[src/btx_pkg.sv]
// Package for the branch, table-read and miscellaneous instruction execute unit
package btx_pkg;
  localparam int PC_W = 10;
  localparam int DADDR_W = 6;
  localparam int ROM_W = 14;
  localparam int TABLE_HIGH_LATCH_W = ROM_W - 8;
  localparam int CNT_W = 4;

  // One instruction cycle is four system clocks
  localparam logic [CNT_W-1:0] CLKS_PER_ICYC = 4'h4;
  localparam logic [1:0] ONE_CYC = 2'h1;
  localparam logic [1:0] TWO_CYC = 2'h2;

  // Data address at which the program-counter low byte appears
  localparam logic [DADDR_W-1:0] PCL_ADDR = 6'h06;

  // Reset values and the last program page
  localparam logic [PC_W-1:0] PC_RST = 10'h000;
  localparam logic [7:0] ACC_RST = 8'h00;
  localparam logic [TABLE_HIGH_LATCH_W-1:0] TABLE_HIGH_LATCH_RST = 6'h00;
  localparam logic [PC_W-1:8] LAST_PAGE = 2'h3;

  typedef enum logic [4:0] {
    BTX_NO_OPERATION            = 5'h00,
    BTX_JUMP_ALWAYS             = 5'h01,
    BTX_SKIP_ON_ZERO            = 5'h02,
    BTX_SKIP_ON_ZERO_COPY_ACC   = 5'h03,
    BTX_SKIP_ON_BIT_CLEAR       = 5'h04,
    BTX_SKIP_ON_BIT_SET         = 5'h05,
    BTX_INCR_SKIP_ZERO          = 5'h06,
    BTX_DECR_SKIP_ZERO          = 5'h07,
    BTX_INCR_SKIP_ZERO_TO_ACC   = 5'h08,
    BTX_DECR_SKIP_ZERO_TO_ACC   = 5'h09,
    BTX_SUBROUTINE_CALL         = 5'h0A,
    BTX_SUBROUTINE_RETURN       = 5'h0B,
    BTX_RETURN_WITH_VALUE       = 5'h0C,
    BTX_INTERRUPT_RETURN        = 5'h0D,
    BTX_TABLE_READ_CURRENT_PAGE = 5'h0E,
    BTX_TABLE_READ_LAST_PAGE    = 5'h0F,
    BTX_BYTE_CLEAR              = 5'h10,
    BTX_BYTE_SET                = 5'h11,
    BTX_WATCHDOG_CLEAR          = 5'h12,
    BTX_WATCHDOG_PRECLEAR_FIRST = 5'h13,
    BTX_WATCHDOG_PRECLEAR_SECOND = 5'h14,
    BTX_NIBBLE_EXCHANGE         = 5'h15,
    BTX_NIBBLE_EXCHANGE_TO_ACC  = 5'h16,
    BTX_POWER_DOWN              = 5'h17
  } btx_op_t;

  // Gray-coded along idle -> run -> done (done -> idle flips both bits); halted sits beside done
  typedef enum logic [1:0] {
    BTX_IDLE   = 2'b00,
    BTX_RUN    = 2'b01,
    BTX_DONE   = 2'b11,
    BTX_HALTED = 2'b10
  } btx_state_t;
endpackage

[src/btx_exec.sv]
// Execute unit for branch, skip, return, table-read and miscellaneous instructions
`timescale 1ns/10ps
// Operation
// - Jump loads target into PC, two cycles, flags untouched.
// - Zero-skip skips when byte is zero; copy form also loads accumulator.
// - Bit-test skip checks bit 0..7; skips on zero, or on one inverted.
// - Incr/decr-skip writes byte back, skips on zero, both penalties apply.
// - Accumulator forms put new value in accumulator, skip on zero.
// - Returns restore PC in two cycles; value form loads accumulator; call two.
// - Current-page table read fills byte and high latch, two cycles.
// - Last-page table read does the same from the final page.
// - Nibble exchange swaps in place; accumulator form writes accumulator.
// - Pre-clear instructions take one cycle; flags depend on actual clear.
// - Actual clear zeroes timeout and power-down flags, else they hold.
// - Writing PC low byte adds one instruction cycle of four clocks.
// - A taken skip adds one cycle; untaken keeps listed count.
// - Power-down executes in one cycle and updates both flags.
// - Call pushes address of next instruction in the same clock that loads target.
// - Plain watchdog clear resets count and clears both flags.
// - Pre-clears clear the watchdog only once both have run; one just records itself.
// - Power-down halts, clears watchdog and prescaler, sets pd, clears timeout.
module btx_exec
  import btx_pkg::*;
#(
  parameter int DMEM_DEPTH = 64
) (
  // Clock and reset
  input wire logic sys_clk,
  input wire logic resetn,
  // Instruction request
  input wire logic instr_valid,
  input wire btx_pkg::btx_op_t instr_op,
  input wire logic [btx_pkg::DADDR_W-1:0] instr_addr,
  input wire logic [2:0] instr_bit,
  input wire logic [7:0] instr_imm,
  input wire logic [btx_pkg::PC_W-1:0] instr_target,
  input wire logic [7:0] table_ptr,
  output logic instr_ready,
  output logic instr_done,
  output logic skip_taken,
  // Program memory table port
  output logic [btx_pkg::PC_W-1:0] rom_addr,
  input wire logic [btx_pkg::ROM_W-1:0] rom_data,
  // Watchdog and power
  input wire logic wdt_timeout,
  input wire logic wake,
  output logic wdt_clear,
  output logic halted,
  output logic timeout_flag,
  output logic power_down_flag,
  // Core state
  output logic [btx_pkg::PC_W-1:0] pc,
  output logic [7:0] accumulator,
  output logic [btx_pkg::TABLE_HIGH_LATCH_W-1:0] table_high_latch
);
  import btx_pkg::*;

  logic [7:0] dmem [DMEM_DEPTH];
  btx_state_t state_ff, nxt_state;
  btx_op_t op_ff;
  logic [DADDR_W-1:0] addr_ff;
  logic [2:0] bit_ff;
  logic [7:0] imm_ff;
  logic [PC_W-1:0] target_ff, stack_ff, pc_ff, rom_addr_ff;
  logic [CNT_W-1:0] clk_cnt_ff;
  logic [1:0] icyc_ff;
  logic [7:0] acc_ff;
  logic [TABLE_HIGH_LATCH_W-1:0] table_high_latch_ff;
  logic to_ff, pdf_ff, pre1_ff, pre2_ff, wdt_clear_ff, done_ff, skip_ff, ready_ff, halt_ff;

  // Operand fetch; the PC low byte is visible as a data byte
  wire logic [7:0] mval = (addr_ff == PCL_ADDR) ? pc_ff[7:0] : dmem[addr_ff];
  wire logic [7:0] m_inc = 8'(mval + 8'h01);
  wire logic [7:0] m_dec = 8'(mval - 8'h01);
  wire logic [7:0] m_swap = {mval[3:0], mval[7:4]};
  wire logic sel_bit = mval[bit_ff];

  wire logic accept = ready_ff & instr_valid;

  // Skip decision
  wire logic skip = ((op_ff == BTX_SKIP_ON_ZERO) && (mval == 8'h00)) ||
                    ((op_ff == BTX_SKIP_ON_ZERO_COPY_ACC) && (mval == 8'h00)) ||
                    ((op_ff == BTX_SKIP_ON_BIT_CLEAR) && !sel_bit) ||
                    ((op_ff == BTX_SKIP_ON_BIT_SET) && sel_bit) ||
                    ((op_ff == BTX_INCR_SKIP_ZERO) && (m_inc == 8'h00)) ||
                    ((op_ff == BTX_DECR_SKIP_ZERO) && (m_dec == 8'h00)) ||
                    ((op_ff == BTX_INCR_SKIP_ZERO_TO_ACC) && (m_inc == 8'h00)) ||
                    ((op_ff == BTX_DECR_SKIP_ZERO_TO_ACC) && (m_dec == 8'h00));

  // Data byte write-back
  wire logic is_tab = (op_ff == BTX_TABLE_READ_CURRENT_PAGE) ||
                      (op_ff == BTX_TABLE_READ_LAST_PAGE);
  wire logic wr_mem = (op_ff == BTX_INCR_SKIP_ZERO) || (op_ff == BTX_DECR_SKIP_ZERO) ||
                      (op_ff == BTX_BYTE_CLEAR) || (op_ff == BTX_BYTE_SET) ||
                      (op_ff == BTX_NIBBLE_EXCHANGE) || is_tab;
  wire logic [7:0] wr_val =
    (op_ff == BTX_INCR_SKIP_ZERO) ? m_inc :
    (op_ff == BTX_DECR_SKIP_ZERO) ? m_dec :
    (op_ff == BTX_BYTE_CLEAR) ? 8'h00 :
    (op_ff == BTX_BYTE_SET) ? 8'hFF :
    (op_ff == BTX_NIBBLE_EXCHANGE) ? m_swap :
    rom_data[7:0];
  wire logic wr_pcl = wr_mem && (addr_ff == PCL_ADDR);

  // Cycle count: listed base plus the two penalties
  wire logic two_base = (op_ff == BTX_JUMP_ALWAYS) || (op_ff == BTX_SUBROUTINE_CALL) ||
                        (op_ff == BTX_SUBROUTINE_RETURN) || (op_ff == BTX_RETURN_WITH_VALUE) ||
                        (op_ff == BTX_INTERRUPT_RETURN) || is_tab;
  wire logic [1:0] total_cyc = (two_base ? TWO_CYC : ONE_CYC) +
                               {1'b0, wr_pcl} +
                               {1'b0, skip};
  wire logic in_last_clk = (state_ff == BTX_RUN) &&
                           (clk_cnt_ff == CLKS_PER_ICYC - 4'h1) && (icyc_ff == total_cyc);
  wire logic commit = (state_ff == BTX_RUN) & in_last_clk;

  // Program counter update
  wire logic [PC_W-1:0] pc_seq = PC_W'(pc_ff + (skip ? 10'h002 : 10'h001));
  wire logic is_ret = (op_ff == BTX_SUBROUTINE_RETURN) || (op_ff == BTX_RETURN_WITH_VALUE) ||
                      (op_ff == BTX_INTERRUPT_RETURN);
  wire logic [PC_W-1:0] nxt_pc =
    ((op_ff == BTX_JUMP_ALWAYS) || (op_ff == BTX_SUBROUTINE_CALL)) ? target_ff :
    is_ret ? stack_ff :
    wr_pcl ? {pc_ff[PC_W-1:8], wr_val} :
    pc_seq;

  // Accumulator update
  wire logic acc_wr = (op_ff == BTX_SKIP_ON_ZERO_COPY_ACC) ||
                      (op_ff == BTX_INCR_SKIP_ZERO_TO_ACC) ||
                      (op_ff == BTX_DECR_SKIP_ZERO_TO_ACC) ||
                      (op_ff == BTX_RETURN_WITH_VALUE) || (op_ff == BTX_NIBBLE_EXCHANGE_TO_ACC);
  wire logic [7:0] nxt_acc =
    (op_ff == BTX_SKIP_ON_ZERO_COPY_ACC) ? mval :
    (op_ff == BTX_INCR_SKIP_ZERO_TO_ACC) ? m_inc :
    (op_ff == BTX_DECR_SKIP_ZERO_TO_ACC) ? m_dec :
    (op_ff == BTX_RETURN_WITH_VALUE) ? imm_ff :
    m_swap;

  // Watchdog clear decision; a repeated same pre-clear never completes the pair
  wire logic pre1_now = commit && (op_ff == BTX_WATCHDOG_PRECLEAR_FIRST);
  wire logic pre2_now = commit && (op_ff == BTX_WATCHDOG_PRECLEAR_SECOND);
  wire logic pair_done = (pre1_now && pre2_ff) || (pre2_now && pre1_ff);
  wire logic plain_clr = commit && (op_ff == BTX_WATCHDOG_CLEAR);
  wire logic pdown = commit && (op_ff == BTX_POWER_DOWN);
  wire logic wdt_clr_now = plain_clr || pair_done || pdown;
  wire logic flags_clr = plain_clr || pair_done;

  // Timeout from the watchdog wins over any clear in the same clock
  wire logic nxt_to = wdt_timeout ? 1'b1 : ((flags_clr || pdown) ? 1'b0 : to_ff);
  wire logic nxt_pdf = pdown ? 1'b1 : (flags_clr ? 1'b0 : pdf_ff);

  wire logic [PC_W-1:0] tab_addr = (instr_op == BTX_TABLE_READ_LAST_PAGE) ?
                                   {LAST_PAGE, table_ptr} :
                                   {pc_ff[PC_W-1:8], table_ptr};

  always_comb begin
    nxt_state = state_ff;
    case (state_ff)
      BTX_IDLE: if (accept) nxt_state = BTX_RUN;
      BTX_RUN: if (commit) nxt_state = pdown ? BTX_HALTED : BTX_DONE;
      BTX_DONE: nxt_state = BTX_IDLE;
      BTX_HALTED: if (wake) nxt_state = BTX_IDLE;
      default: nxt_state = BTX_IDLE;
    endcase
  end

  always_ff @(posedge sys_clk) begin
    if (!resetn) begin
      state_ff <= BTX_IDLE;
      clk_cnt_ff <= '0;
      icyc_ff <= ONE_CYC;
    end else begin
      state_ff <= nxt_state;
      if (accept || (state_ff != BTX_RUN)) begin
        clk_cnt_ff <= '0;
        icyc_ff <= ONE_CYC;
      end else if (clk_cnt_ff == CLKS_PER_ICYC - 4'h1) begin
        clk_cnt_ff <= '0;
        icyc_ff <= 2'(icyc_ff + 2'h1);
      end else begin
        clk_cnt_ff <= 4'(clk_cnt_ff + 4'h1);
      end
    end
  end

  // Latched instruction fields
  always_ff @(posedge sys_clk) begin
    if (!resetn) begin
      op_ff <= BTX_NO_OPERATION;
      addr_ff <= '0;
      bit_ff <= '0;
      imm_ff <= '0;
      target_ff <= PC_RST;
      rom_addr_ff <= PC_RST;
    end else if (accept) begin
      op_ff <= instr_op;
      addr_ff <= instr_addr;
      bit_ff <= instr_bit;
      imm_ff <= instr_imm;
      target_ff <= instr_target;
      rom_addr_ff <= tab_addr;
    end
  end

  // Architectural state
  always_ff @(posedge sys_clk) begin
    if (!resetn) begin
      pc_ff <= PC_RST;
      stack_ff <= PC_RST;
      acc_ff <= ACC_RST;
      table_high_latch_ff <= TABLE_HIGH_LATCH_RST;
    end else if (commit) begin
      pc_ff <= nxt_pc;
      if (op_ff == BTX_SUBROUTINE_CALL) stack_ff <= PC_W'(pc_ff + 10'h001);
      if (acc_wr) acc_ff <= nxt_acc;
      if (is_tab) table_high_latch_ff <= rom_data[ROM_W-1:8];
    end
  end

  // Data memory has no reset; software initialises it
  always_ff @(posedge sys_clk) begin
    if (commit && wr_mem && (addr_ff != PCL_ADDR)) dmem[addr_ff] <= wr_val;
  end

  // Flags and pre-clear bookkeeping
  always_ff @(posedge sys_clk) begin
    if (!resetn) begin
      to_ff <= 1'b0;
      pdf_ff <= 1'b0;
      pre1_ff <= 1'b0;
      pre2_ff <= 1'b0;
      wdt_clear_ff <= 1'b0;
    end else begin
      to_ff <= nxt_to;
      pdf_ff <= nxt_pdf;
      pre1_ff <= (pair_done || wdt_clr_now) ? 1'b0 : (pre1_ff || pre1_now);
      pre2_ff <= (pair_done || wdt_clr_now) ? 1'b0 : (pre2_ff || pre2_now);
      wdt_clear_ff <= wdt_clr_now;
    end
  end

  always_ff @(posedge sys_clk) begin
    if (!resetn) begin
      done_ff <= 1'b0;
      skip_ff <= 1'b0;
      ready_ff <= 1'b0;
      halt_ff <= 1'b0;
    end else begin
      done_ff <= commit;
      skip_ff <= commit & skip;
      ready_ff <= (nxt_state == BTX_IDLE) && !accept;
      halt_ff <= (nxt_state == BTX_HALTED);
    end
  end

  assign instr_ready = ready_ff;
  assign instr_done = done_ff;
  assign skip_taken = skip_ff;
  assign rom_addr = rom_addr_ff;
  assign wdt_clear = wdt_clear_ff;
  assign halted = halt_ff;
  assign timeout_flag = to_ff;
  assign power_down_flag = pdf_ff;
  assign pc = pc_ff;
  assign accumulator = acc_ff;
  assign table_high_latch = table_high_latch_ff;
endmodule

[config.mk]
export PLATFORM = sky130hd
export DESIGN_NAME = btx_exec
export DESIGN_NICKNAME = d
export VERILOG_FILES = /design/src/btx_pkg.sv /design/src/btx_exec.sv
export SDC_FILE = /design/constraint.sdc
export NUM_CORES = 1
export LEC_CHECK = 0
export ABC_AREA = 1
export BUFFER_PORTS_ARGS = -buffer_cell sky130_fd_sc_hd__buf_4
export CORE_MARGIN = 2
export CORE_UTILIZATION = 53
export CTS_BUF_LIST = sky130_fd_sc_hd__clkbuf_4 sky130_fd_sc_hd__clkbuf_8 sky130_fd_sc_hd__clkbuf_16
export DETAILED_ROUTE_END_ITERATION = 10
export MAX_ROUTING_LAYER = met4
export PLACE_DENSITY = 0.7
export RECOVER_POWER = 100
export SLEW_MARGIN = 25
export SYNTH_ARGS = -nofsm -noshare
export SYNTH_HDL_FRONTEND = slang
export SYNTH_SLANG_ARGS = --single-unit
[constraint.sdc]
create_clock -name sys_clk -period 13 [get_ports sys_clk]
set_input_delay 3.25 -clock sys_clk [delete_from_list [all_inputs] [get_ports sys_clk]]
set_output_delay 3.25 -clock sys_clk [all_outputs]
set_load 0.005 [all_outputs]
==> results by group, run 1 <==
Critical path
  • Worst path buffer plus inverter count: 5
  • Worst setup path category: reg2reg
  • R2r setup slk: 3.47 ns
  • Slowest CP cell: nor2_1
  • Critical path arrival: 9.80 ns
  • Crit path max fanout: 94
  • Critical Path RT: 13.27 ns
  • Worst Setup End Kind: flop
  • Kind of start point of the critical path: flop
  • Cell family with most CP delay: simple AND/OR/NAND/NOR gates
  • CP peak stage delay: 0.88 ns
  • Top cell by count, worst path: nand2_1

Synthesis
  • Warnings, synthesis: 0
  • Sequential element share of the synthesized area: 66.2%
  • Syn Area/Cell: 10.2 sq um
  • Ys flop type: edfxtp_1
  • Library cells used by synthesis: 45
  • FF+latch count, synth: 611
  • Mapped cell area: 26200 sq um
  • FFs w/ async S/R, synth: 0%
  • Syn Inst Count: 2577
  • Post-synth EDFFs: 512

Placement
  • Gp weighted congestion: 0.937
  • I/O Buffers: 99
  • Placed inst area: 27300 sq um
  • Post-detail-place hpwl: 43700 um

Outcome
  • Status: finished with violations
  • Failing checks: capacitance limit, slew limit

GRT
  • Initial antenna violation count: 0
  • GRT Util Overall: 28.7%
  • Global-route wire length before repair: 109000 um
  • Total congestion overflow: 0
  • Vias in the first global route: 18800
  • Largest net degree at the start of global routing: 97

Clock network
  • CTS max path bufs: 3
  • Post_cts resized: 0
  • Worst-path clk slew: 0.06 ns
  • Setup Buffers After CTS: 0
  • CTS Buf Count: 60
  • CTS tree: yes
  • Root buf cell: clkbuf_16
  • Clock Latency Late Sink: 0.65 ns
  • # hold bufs at CTS: 0
  • CTS H-tree lvls: 2
  • Clock sink total: 611

Cells and area
  • Antenna Cells: 0
  • Layout Nets: 2690
  • Synth-to-layout area growth: 11.4%
  • Fin area: 29200 sq um
  • Layout cells sized above 1: 8.91%

Floorplanning
  • Die height: 226 um
  • Ports: 100
  • Row count: 81
  • Die width: 226 um
  • Die ar.: 51300 sq um
  • Initial Util: 53.7%
  • Core Area: 48800 sq um

STA
  • WHS: 0.455 ns
  • Slew headroom: -167%
  • Final Hold Vio Count: 0
  • Fin crit period: 9.53 ns
  • Final Max Slew Viols: 582
  • Max Clk Rate: 105 MHz
  • Final setup violation count: 0
  • Final setup TNS: 0 ns
  • Measured slew at the worst slew-check pin: 4.01 ns
  • Unrepaired setup endpoints after global routing: no
  • Fin crit share: 73.3%
  • Skew final: 0.0433 ns

Detailed routing
  • First-pass detailed-route iteration total: 6
  • Post-detailed-routing wire length: 70700 um
  • Vias: 19600
  • Residual DRC: 0
  • Via density: 5.87
  • Initial DRC count: 2484
  • Routed Antenna Nets: 0
  • DR WL/cell: 21.2 um

Power
  • VDD IR max: 0.109 mV
  • Pwr per Cell Area: 150 nW/um^2
  • Pleak: 10.5 nW
  • Tot Pwr: 4.37 mW

Job
  • Max-cap violations: 13

Worst hold path
  • Hold/Removal Path Class: reg2reg
==> where the power goes <==
part           internal [mW]  switching (mW)
combinational          0.110           0.329
clock                  0.997           0.742
sequential              2.17          0.0212
==> registers in the layout (all words and copies together) (netlist names), 3 cells and up, named ones only <==
| name | count |
|---|---|
| rom_addr | 10 |
| addr_ff | 6 |
| bit_ff | 3 |
| stack_ff | 10 |
| op_ff | 5 |
| pc | 10 |
| table_high_latch | 6 |
| accumulator | 8 |
| imm_ff | 8 |
| target_ff | 10 |
| clk_cnt_ff | 4 |
| dmem | 512 |
==> worst reg2reg max path: cells and delay by family (launching register included) <==
kind	cells	cell delay, ns
AO/OA/AOI/OAI	2	0.81
flip-flops	1	0.59
XOR/XNOR	1	0.15
adder cells (fa/ha/maj)	2	0.79
buffers and inverters	5	2.16
AND/OR/NAND/NOR	22	4.69
==> logic make-up (layout without fill, tap and decap cells) <==
kind of cell	count (synthesis)	after routing	share of synthesized area (%)
AOI/OAI and AO/OA	261	261	5.37
xor gates and xnor gates	19	19	0.635
adders and majority gates	10	10	0.535
buffers and inverters	235	321	3.94
DFF	611	611	66.2
other	1	8	0.0143
and+or+nand+nor	1440	1440	23.3
==> area by class of cell <==
cell class / instances / area [sq um]
Clock buffer: 81 / 1700
Clock inverter: 30 / 294
Fill cell: 4113 / 19600
Inverter: 90 / 352
Multi-Input combinational cell: 1738 / 7830
Sequential cell: 611 / 17400
Tap cell: 664 / 831
Timing Repair Buffer: 120 / 833
==> Yosys cell counts (5+ instances only) <==
cell type  instances  area share [%]
o22ai_1           17            0.41
o21ai_1            7            0.13
a21oi_1           98             1.9
nor2_1           206             2.9
xor2_1            16            0.53
buf_4             18            0.52
inv_2             10            0.14
buf_1             12            0.17
inv_1             79             1.1
buf_2             61             1.2
edfxtp_1         512              59
nand2_1          720              10
dfxtp_1           99             7.6
o21ai_0          114             2.2
o211ai_1          10            0.29
clkbuf_1          53            0.76
nand3_1          477             9.1
nor3_1            11            0.21
ha_1               8            0.38
a31oi_1            5            0.12
==> layout by cell type (no fill, tap or decap), drive strengths merged, types with 3 or more instances in the layout <==
cell type	Yosys	routed
a21oi	99	99
a31oi	5	5
and2	4	4
buf	92	69
bufinv	0	4
clkbuf	53	132
clkinv	1	23
clkinvlp	0	7
conb	1	8
dfxtp	99	99
edfxtp	512	512
ha	8	8
inv	89	86
nand2	723	723
nand3	477	477
nand4	4	4
nor2	211	211
nor3	15	15
o211ai	10	10
o21ai	122	122
o22ai	17	17
or2	4	4
xnor2	3	3
xor2	16	16
==> metal layers <==
layer  vias up  track usage, %  share of wire [%]
li1       9002               -                  -
met1      9474            39.8                 42
met2       964            44.0                 47
met3       133            4.34                8.8
met4         0            9.02                2.7
met5         -               -                  0
==> stage by stage <==
stage	setup WS, ns	util, %	std cells
after floorplan	7.16	-	2584
after global placement	4.62	55.9	3223
after detailed placement	4.54	55.9	3223
after CTS	4.53	60.0	3334
after global routing	2.74	59.8	3334
final	3.47	59.8	3334
==> worst paths after layout <==
check | depth (start not counted) | startpoint | to
min | 1 | clk_cnt_ff[0] | clk_cnt_ff[0]
max reg2reg | 32 | flop | dmem[10][0]
min reg2reg | 1 | clk_cnt_ff[0] | clk_cnt_ff[0]
max | 32 | flop | dmem[10][0]
Power figures use the tool's default switching activity.
==> run 2, diff against run 1 <==
--- a/config.mk
+++ b/config.mk
@@ -12,7 +12,7 @@
 export CTS_BUF_LIST = sky130_fd_sc_hd__clkbuf_4 sky130_fd_sc_hd__clkbuf_8 sky130_fd_sc_hd__clkbuf_16
 export DETAILED_ROUTE_END_ITERATION = 10
 export MAX_ROUTING_LAYER = met4
-export PLACE_DENSITY = 0.7
+export PLACE_DENSITY = 0.73
 export RECOVER_POWER = 100
 export SLEW_MARGIN = 25
 export SYNTH_ARGS = -nofsm -noshare
==> constraint.sdc (replaced) <==
create_clock -name sys_clk -period 7.6 [get_ports sys_clk]
set_input_delay 1.9 -clock sys_clk [delete_from_list [all_inputs] [get_ports sys_clk]]
set_output_delay 1.9 -clock sys_clk [all_outputs]
set_load 0.005 [all_outputs]
==> run 2 against run 1 <==
  * The run still ends with capacitance limit, slew limit left
  * Worst hold slack lost 0.0042 ns
  * Clock-buffer cell count up 8
  * Setup slack worse by 2.9 ns
  * Highest routed layer unchanged
  * Sequential share of layout area shrank 0.52 points
  * Critical endpoint is now dmem[8][2]
==> results by group, run 2 (synthesis results as in run 1) <==
STA
  • Fin crit period: 7.07 ns (-2.46 ns)
  • Measured slew at the worst slew-check pin: 3.95 ns (-0.0640 ns)
  • Unrepaired setup endpoints after global routing: no
  • Worst Setup Slack, final: 0.527 ns (-2.94 ns)
  • Final Max Slew Viols: 436 (-25%)
  • Fin crit share: 93.1% (+20 points)
  • Max Clk Rate: 141 MHz (+35%)
  • Final setup TNS: 0 ns (unchanged)
  • Final Hold Vio Count: 0 (unchanged)
  • Skew final: 0.0217 ns (-0.0216 ns)
  • Slew headroom: -166% (+1.5 points)
  • Final setup violation count: 0 (unchanged)

GRT
  • Total congestion overflow: 0 (unchanged)
  • Global-route wire length before repair: 109000 um (+0.61%)
  • Initial antenna violation count: 0 (unchanged)
  • Met1 Track Usage GR: 38.9% (-0.88 points)
  • GRT Util Overall: 28.7% (about the same)
  • GR met2 Demand/Resource: 44.5% (+0.49 points)
  • Vias in the first global route: 19100 (+1.7%)
  • Largest net degree at the start of global routing: 165 (+70%)
  • Met3 usage: 4.82% (+0.48 points)
  • Top Usage Layer GRT: met2

Power
  • Pleak: 10.7 nW (+1.5%)
  • Tot Pwr: 7.55 mW (+73%)
  • VDD IR max: 0.233 mV (+110%)
  • Pwr per Cell Area: 256 nW/um^2 (+71%)

Clock network
  • Setup Buffers After CTS: 0 (unchanged)
  • Post_cts resized: 0 (unchanged)
  • # hold bufs at CTS: 0 (unchanged)
  • CTS H-tree lvls: 2 (unchanged)
  • Clock sink total: 611 (unchanged)
  • CTS Buf Count: 60 (unchanged)
  • Root buf cell: clkbuf_16
  • CTS max path bufs: 3 (unchanged)
  • Worst-path clk slew: 0.07 ns (about the same)
  • CTS tree: yes
  • Clock Latency Late Sink: 0.65 ns (about the same)

Placement
  • I/O Buffers: 99 (unchanged)
  • Post-detail-place hpwl: 43700 um (about the same)
  • Placed inst area: 27500 sq um (+0.73%)
  • Gp weighted congestion: 0.926 (-1.1%)
  • Placed Cells: 3241 (+0.56%)
  • Placement Setup Slack: 0.881 ns (-3.66 ns)

Cells and area
  • Commonest non-fill, non-tap cell in the layout: nand2_1
  • Layout Cells excl Fill: 3353 (+0.57%)
  • Biggest register: dmem
  • Layout Nets: 2708 (+0.67%)
  • Antenna Cells: 0 (unchanged)
  • Synth-to-layout area growth: 12.4%
  • Layout cells sized above 1: 9.37% (+0.46 points)
  • Fin area: 29500 sq um (+0.87%)
  • # fillers: 4066 (-1.1%)
  • Most frequent cells in the layout: nand2_1 (720), edfxtp_1 (512), nand3_1 (477)
  • Largest register FFs: 512 (unchanged)

Detailed routing
  • Post-detailed-routing wire length: 70700 um (about the same)
  • Residual DRC: 0 (unchanged)
  • First-pass detailed-route iteration total: 6 (unchanged)
  • Routed Antenna Nets: 0 (unchanged)
  • Vias: 19600 (-0.026%)
  • Via density: 5.84 (-0.59%)
  • DR WL/cell: 21.1 um (-0.66%)
  • Initial DRC count: 2415 (-2.8%)

Floorplanning
  • Initial Util: 53.7% (unchanged)
  • Die ar.: 51300 sq um (unchanged)
  • Die height: 226 um (unchanged)
  • Core Area: 48800 sq um (unchanged)
  • Die width: 226 um (unchanged)
  • Ports: 100 (unchanged)
  • Row count: 81 (unchanged)

Critical path
  • Worst setup path category: reg2reg
  • Top cell by count, worst path: nand2_1
  • Crit path max fanout: 75 (-20%)
  • Worst Setup End Kind: flop
  • Kind of start point of the critical path: flop
  • Critical path arrival: 7.34 ns (-2.46 ns)
  • CP peak stage delay: 0.65 ns (-0.23 ns)
  • Critical Path RT: 7.86 ns (-5.41 ns)
  • Slowest CP cell: nor2_1

Job
  • Max-cap violations: 9 (-4)

Outcome
  • Failing checks: capacitance limit, slew limit
  • Status: finished with violations

Worst hold path
  • Hold/Removal Path Class: reg2reg
==> run 2: worst paths after layout <==
path,cells past startpoint,start,slack (ns),end
min reg2reg,2,pre1_ff,0.45,pre1_ff
min,2,pre1_ff,0.45,pre1_ff
max reg2reg,32,flop,0.53,dmem[8][2]
max,32,flop,0.53,dmem[8][2]
==> run 2: stage by stage <==
stage / hold WS, ns / utilization [%]
2_1_floorplan: 0.418 / -
3_3_place_gp: 0.427 / 56.4
3_5_place_dp: 0.441 / 56.4
4_1_cts: 0.450 / 60.6
5_1_grt: 0.472 / 60.3
6_report: 0.451 / 60.3
==> run 2: critical path: cells and delay by family, from the launching register on <==
kind | cells | cell delay [ns]
adders and majority gates | 2 | 0.68
AOI/OAI and AO/OA | 2 | 0.35
buffers and inverters | 6 | 1.65
DFF | 1 | 0.37
and+or+nand+nor | 21 | 3.45
xor gates and xnor gates | 1 | 0.15
==> run 2: area by class of cell <==
class	instances	area (sq um)	area share, %
tap	664	831	2.82
sequential	611	17400	58.9
multi-input combinational	1738	7830	26.6
clock buffer	89	1830	6.22
clock inverter	23	225	0.764
timing repair buffer	138	1030	3.49
inverter	90	344	1.17
==> run 2: where the power goes <==
part / switching (mW) / leakage (nW) / internal [mW] / total (mW)
Combinational: 0.576 / 4.24 / 0.198 / 0.774
Clock: 1.27 / 1.04 / 1.77 / 3.05
Sequential: 0.0197 / 5.42 / 3.71 / 3.73
==> run 2: per-layer routing <==
metal / share of wire (%) / wire length [um] / vias up
met2: 48 / 33800 / 933
met4: 2.7 / 1880 / 0
met1: 41 / 29000 / 9453
li1: - / - / 9050
met3: 8.4 / 5960 / 132
met5: 0 / 0 / -
==> run 3, diff against run 2 <==
--- a/config.mk
+++ b/config.mk
@@ -5,11 +5,9 @@
 export SDC_FILE = /design/constraint.sdc
 export NUM_CORES = 1
 export LEC_CHECK = 0
-export ABC_AREA = 1
 export BUFFER_PORTS_ARGS = -buffer_cell sky130_fd_sc_hd__buf_4
-export CORE_MARGIN = 2
 export CORE_UTILIZATION = 53
-export CTS_BUF_LIST = sky130_fd_sc_hd__clkbuf_4 sky130_fd_sc_hd__clkbuf_8 sky130_fd_sc_hd__clkbuf_16
+export CTS_BUF_LIST = sky130_fd_sc_hd__clkbuf_4 sky130_fd_sc_hd__clkbuf_8
 export DETAILED_ROUTE_END_ITERATION = 10
 export MAX_ROUTING_LAYER = met4
 export PLACE_DENSITY = 0.73
==> run 3 against run 2 <==
  * Die area decreased by 3.4%
  * Critical endpoint is now dmem[11][3]
  * Total power decreased by 7.3%
  * Clock power decreased by 9.5%
  * Setup slack got worse by 0.17 ns
  * Routed wire length decreased by 0.73%
  * Global-route usage increased by 0.61 points
  * Combinational power decreased by 32%
  * The flow still finishes with violations (capacitance limit, slew limit)
  * Cell count decreased by 21%
  * Clock skew increased by 0.025 ns
  * Critical path depth decreased by 20
  * Synthesized cell count decreased by 31%
==> results by group, run 3 <==
GRT
  • Vias in the first global route: 16000 (-16%)
  • Total congestion overflow: 0 (unchanged)
  • Largest net degree at the start of global routing: 66 (-60%)
  • GRT Util Overall: 29.3% (+0.61 points)
  • Global-route wire length before repair: 104000 um (-5.0%)
  • Initial antenna violation count: 1 (+1)

Synthesis
  • FFs w/ async S/R, synth: 0% (unchanged)
  • FF+latch count, synth: 611 (unchanged)
  • Warnings, synthesis: 0 (unchanged)
  • Post-synth EDFFs: 512 (unchanged)
  • Sequential element share of the synthesized area: 67.3% (+1.1 points)
  • Post-synth top area share: 59.7% (+1.0 points)
  • Mux contribution to synthesized area: 12.3% (+12 points)
  • Compound-Gate Fraction of Synth Area: 7.45% (+2.1 points)
  • Post-synthesis adder-cell area fraction: 0.544% (+0.0093 points)
  • Synth area leader: edfxtp_1
  • Library cells used by synthesis: 81 (+80%)
  • Post-synthesis xor/xnor area fraction: 1.12% (+0.49 points)
  • Synth top area cells: edfxtp_1 (60%), dfxtp_1 (7.7%), mux4_2 (5.9%), mux2i_1 (5.8%), nand2_1 (2.3%)
  • Largest family of logic cells by synthesized area: multiplexers
  • Mapped cell area: 25800 sq um (-1.7%)
  • Syn Inst Count: 1781 (-31%)
  • Area share of and/or/nand/nor cells after synthesis: 8.87% (-14 points)
  • Syn Area/Cell: 14.5 sq um (+42%)
  • Count leader, synth: edfxtp_1
  • Top cells by count, synth: edfxtp_1 (512), nand2_1 (160), nor2_1 (160), mux2i_1 (149), dfxtp_1 (99)
  • Ys flop type: edfxtp_1

Critical path
  • Worst setup path category: reg2reg
  • CP peak stage delay: 2.32 ns (+1.67 ns)
  • Critical Path RT: 8.00 ns (+0.14 ns)
  • R2r setup slk: 0.36 ns (-0.17 ns)
  • Slowest CP cell: a21boi_0
  • Top cell by count, worst path: nand3_1
  • Worst path buffer plus inverter count: 2 (-4)
  • Critical Path, Cell by Cell: mux4_2, mux2i_1, o22a_1, nand3_1, a221oi_2, clkbuf_1, and2_0, nand3_1, xor2_1, o211ai_1, a21boi_0, clkbuf_4
  • Kind of start point of the critical path: flop
  • Cell family with most CP delay: compound AO/OA/AOI/OAI gates
  • Worst Setup End Kind: flop
  • Crit path max fanout: 37 (-51%)
  • Critical path arrival: 7.64 ns (+0.30 ns)

STA
  • Fin crit period: 7.24 ns (+0.170 ns)
  • Slew headroom: -115% (+51 points)
  • Final setup TNS: 0 ns (unchanged)
  • Max Clk Rate: 138 MHz (-2.4%)
  • Unrepaired setup endpoints after global routing: no
  • Final setup violation count: 0 (unchanged)
  • Measured slew at the worst slew-check pin: 3.23 ns (-0.720 ns)
  • Final Hold Vio Count: 0 (unchanged)
  • Fin crit share: 95.3% (+2.2 points)
  • Skew final: 0.0467 ns (+0.0250 ns)
  • Final Max Slew Viols: 384 (-12%)

Clock network
  • # hold bufs at CTS: 0 (unchanged)
  • Clock sink total: 611 (unchanged)
  • CTS max path bufs: 3 (unchanged)
  • CTS tree: yes
  • CTS Buf Count: 97 (+62%)
  • Post_cts resized: 0 (unchanged)
  • Root buf cell: clkbuf_8
  • CTS H-tree lvls: 3 (+1)
  • Setup Buffers After CTS: 0 (unchanged)
  • Worst-path clk slew: 0.06 ns (about the same)
  • Clock Latency Late Sink: 0.70 ns (+0.05 ns)

Placement
  • Gp weighted congestion: 1.03 (+11%)
  • I/O Buffers: 99 (unchanged)
  • Placed Cells: 2468 (-24%)
  • Post-detail-place hpwl: 46800 um (+7.0%)

Cells and area
  • Most frequent cells in the layout: edfxtp_1 (512), nor2_1 (160), nand2_1 (160)
  • Layout Cells excl Fill: 2637 (-21%)
  • Largest register FFs: 512 (unchanged)
  • Synth-to-layout area growth: 13.1%
  • Commonest non-fill, non-tap cell in the layout: edfxtp_1
  • Biggest register: dmem
  • Layout Nets: 2022 (-25%)
  • Layout cells sized above 1: 19.3% (+9.9 points)

Floorplanning
  • Initial Util: 53.9% (+0.19 points)
  • Die ar.: 49500 sq um (-3.4%)
  • Die height: 223 um (-1.7%)
  • Ports: 100 (unchanged)
  • Die width: 223 um (-1.7%)
  • Row count: 80 (-1.2%)
  • Core Area: 47800 sq um (-2.1%)

Detailed routing
  • First-pass detailed-route iteration total: 8 (+2)
  • DR WL/cell: 26.6 um (+26%)
  • Routed Antenna Nets: 0 (unchanged)
  • Initial DRC count: 1989 (-18%)
  • Post-detailed-routing wire length: 70100 um (-0.73%)
  • Via density: 6.31 (+8.1%)
  • Residual DRC: 0 (unchanged)
  • Vias: 16600 (-15%)

Power
  • VDD IR max: 0.139 mV (-40%)
  • Pwr per Cell Area: 240 nW/um^2 (-6.3%)
  • Pleak: 9.39 nW (-12%)
  • Tot Pwr: 7.00 mW (-7.3%)

Outcome
  • Status: finished with violations
  • Failing checks: capacitance limit, slew limit

Job
  • Max-cap violations: 10 (+1)

Worst hold path
  • Hold/Removal Path Class: reg2reg
[run 3: cell types whose count changed in the layout (fill, tap and decap cells not counted), moves of 64 or more]
cell,delta
clkbuf_16,-64
mux2i_1,+149
o21ai_0,-87
inv_1,-69
nand3_1,-430
nand2_1,-560
clkbuf_8,+95
mux4_2,+68
[run 3: routing by layer]
layer  global-route usage (%)  part of all wire [%]
met1                     41.2                    41
met2                     43.2                    45
met3                     5.47                    10
met4                     9.72                   3.3
met5                        -                     0
[run 3: cells by family after synthesis]
family,Yosys count
buf+inv,120
compound gates,284
simple gates,497
mux,225
fa+ha+maj,10
other cells,1
flops,611
xor+xnor,33
[run 3: power by group]
| group | internal, mW | switching, mW |
|---|---|---|
| Clock | 1.49 | 1.27 |
| Combinational | 0.181 | 0.347 |
| Sequential | 3.68 | 0.0322 |
| Total | 5.35 | 1.65 |
[run 3: path summary, 6_finish.rpt]
| kind | start | to | cells past startpoint |
|---|---|---|---|
| worst max-delay path | flop | dmem[11][3] | 12 |
| worst min-delay path | rom_addr[4] | rom_addr[4] | 2 |
| worst max register to register | flop | dmem[11][3] | 12 |
| worst min register to register | rom_addr[4] | rom_addr[4] | 2 |
[run 3: metrics by stage]
| step | util (%) | area, sq um | setup WS (ns) | hold WS, ns |
|---|---|---|---|---|
| final | 60.9 | 29100 | 0.356 | 0.453 |
| after detailed placement | 57.4 | 27400 | 0.500 | 0.451 |
| after global routing | 60.9 | 29100 | 0.0496 | 0.471 |
| after global placement | 57.3 | 27400 | 0.560 | 0.443 |
| after floorplan | - | 25800 | 1.52 | 0.432 |
| after CTS | 61.3 | 29300 | 0.472 | 0.459 |
[run 3: area by class of cell]
cell class | instances | area, sq um
antenna | 1 | 2.50
multi-input combinational | 1057 | 7840
timing repair buffer | 176 | 1240
clock inverter | 42 | 322
inverter | 10 | 37.5
fill | 3584 | 18700
sequential | 611 | 17400
tap | 615 | 769
clock buffer | 125 | 1580
[run 3: worst min-delay path: cells and delay by family, from the launching register on]
kind,cells,cell delay (ns)
flip-flops,1,0.30
AND/OR/NAND/NOR,1,0.05
AO/OA/AOI/OAI,1,0.05
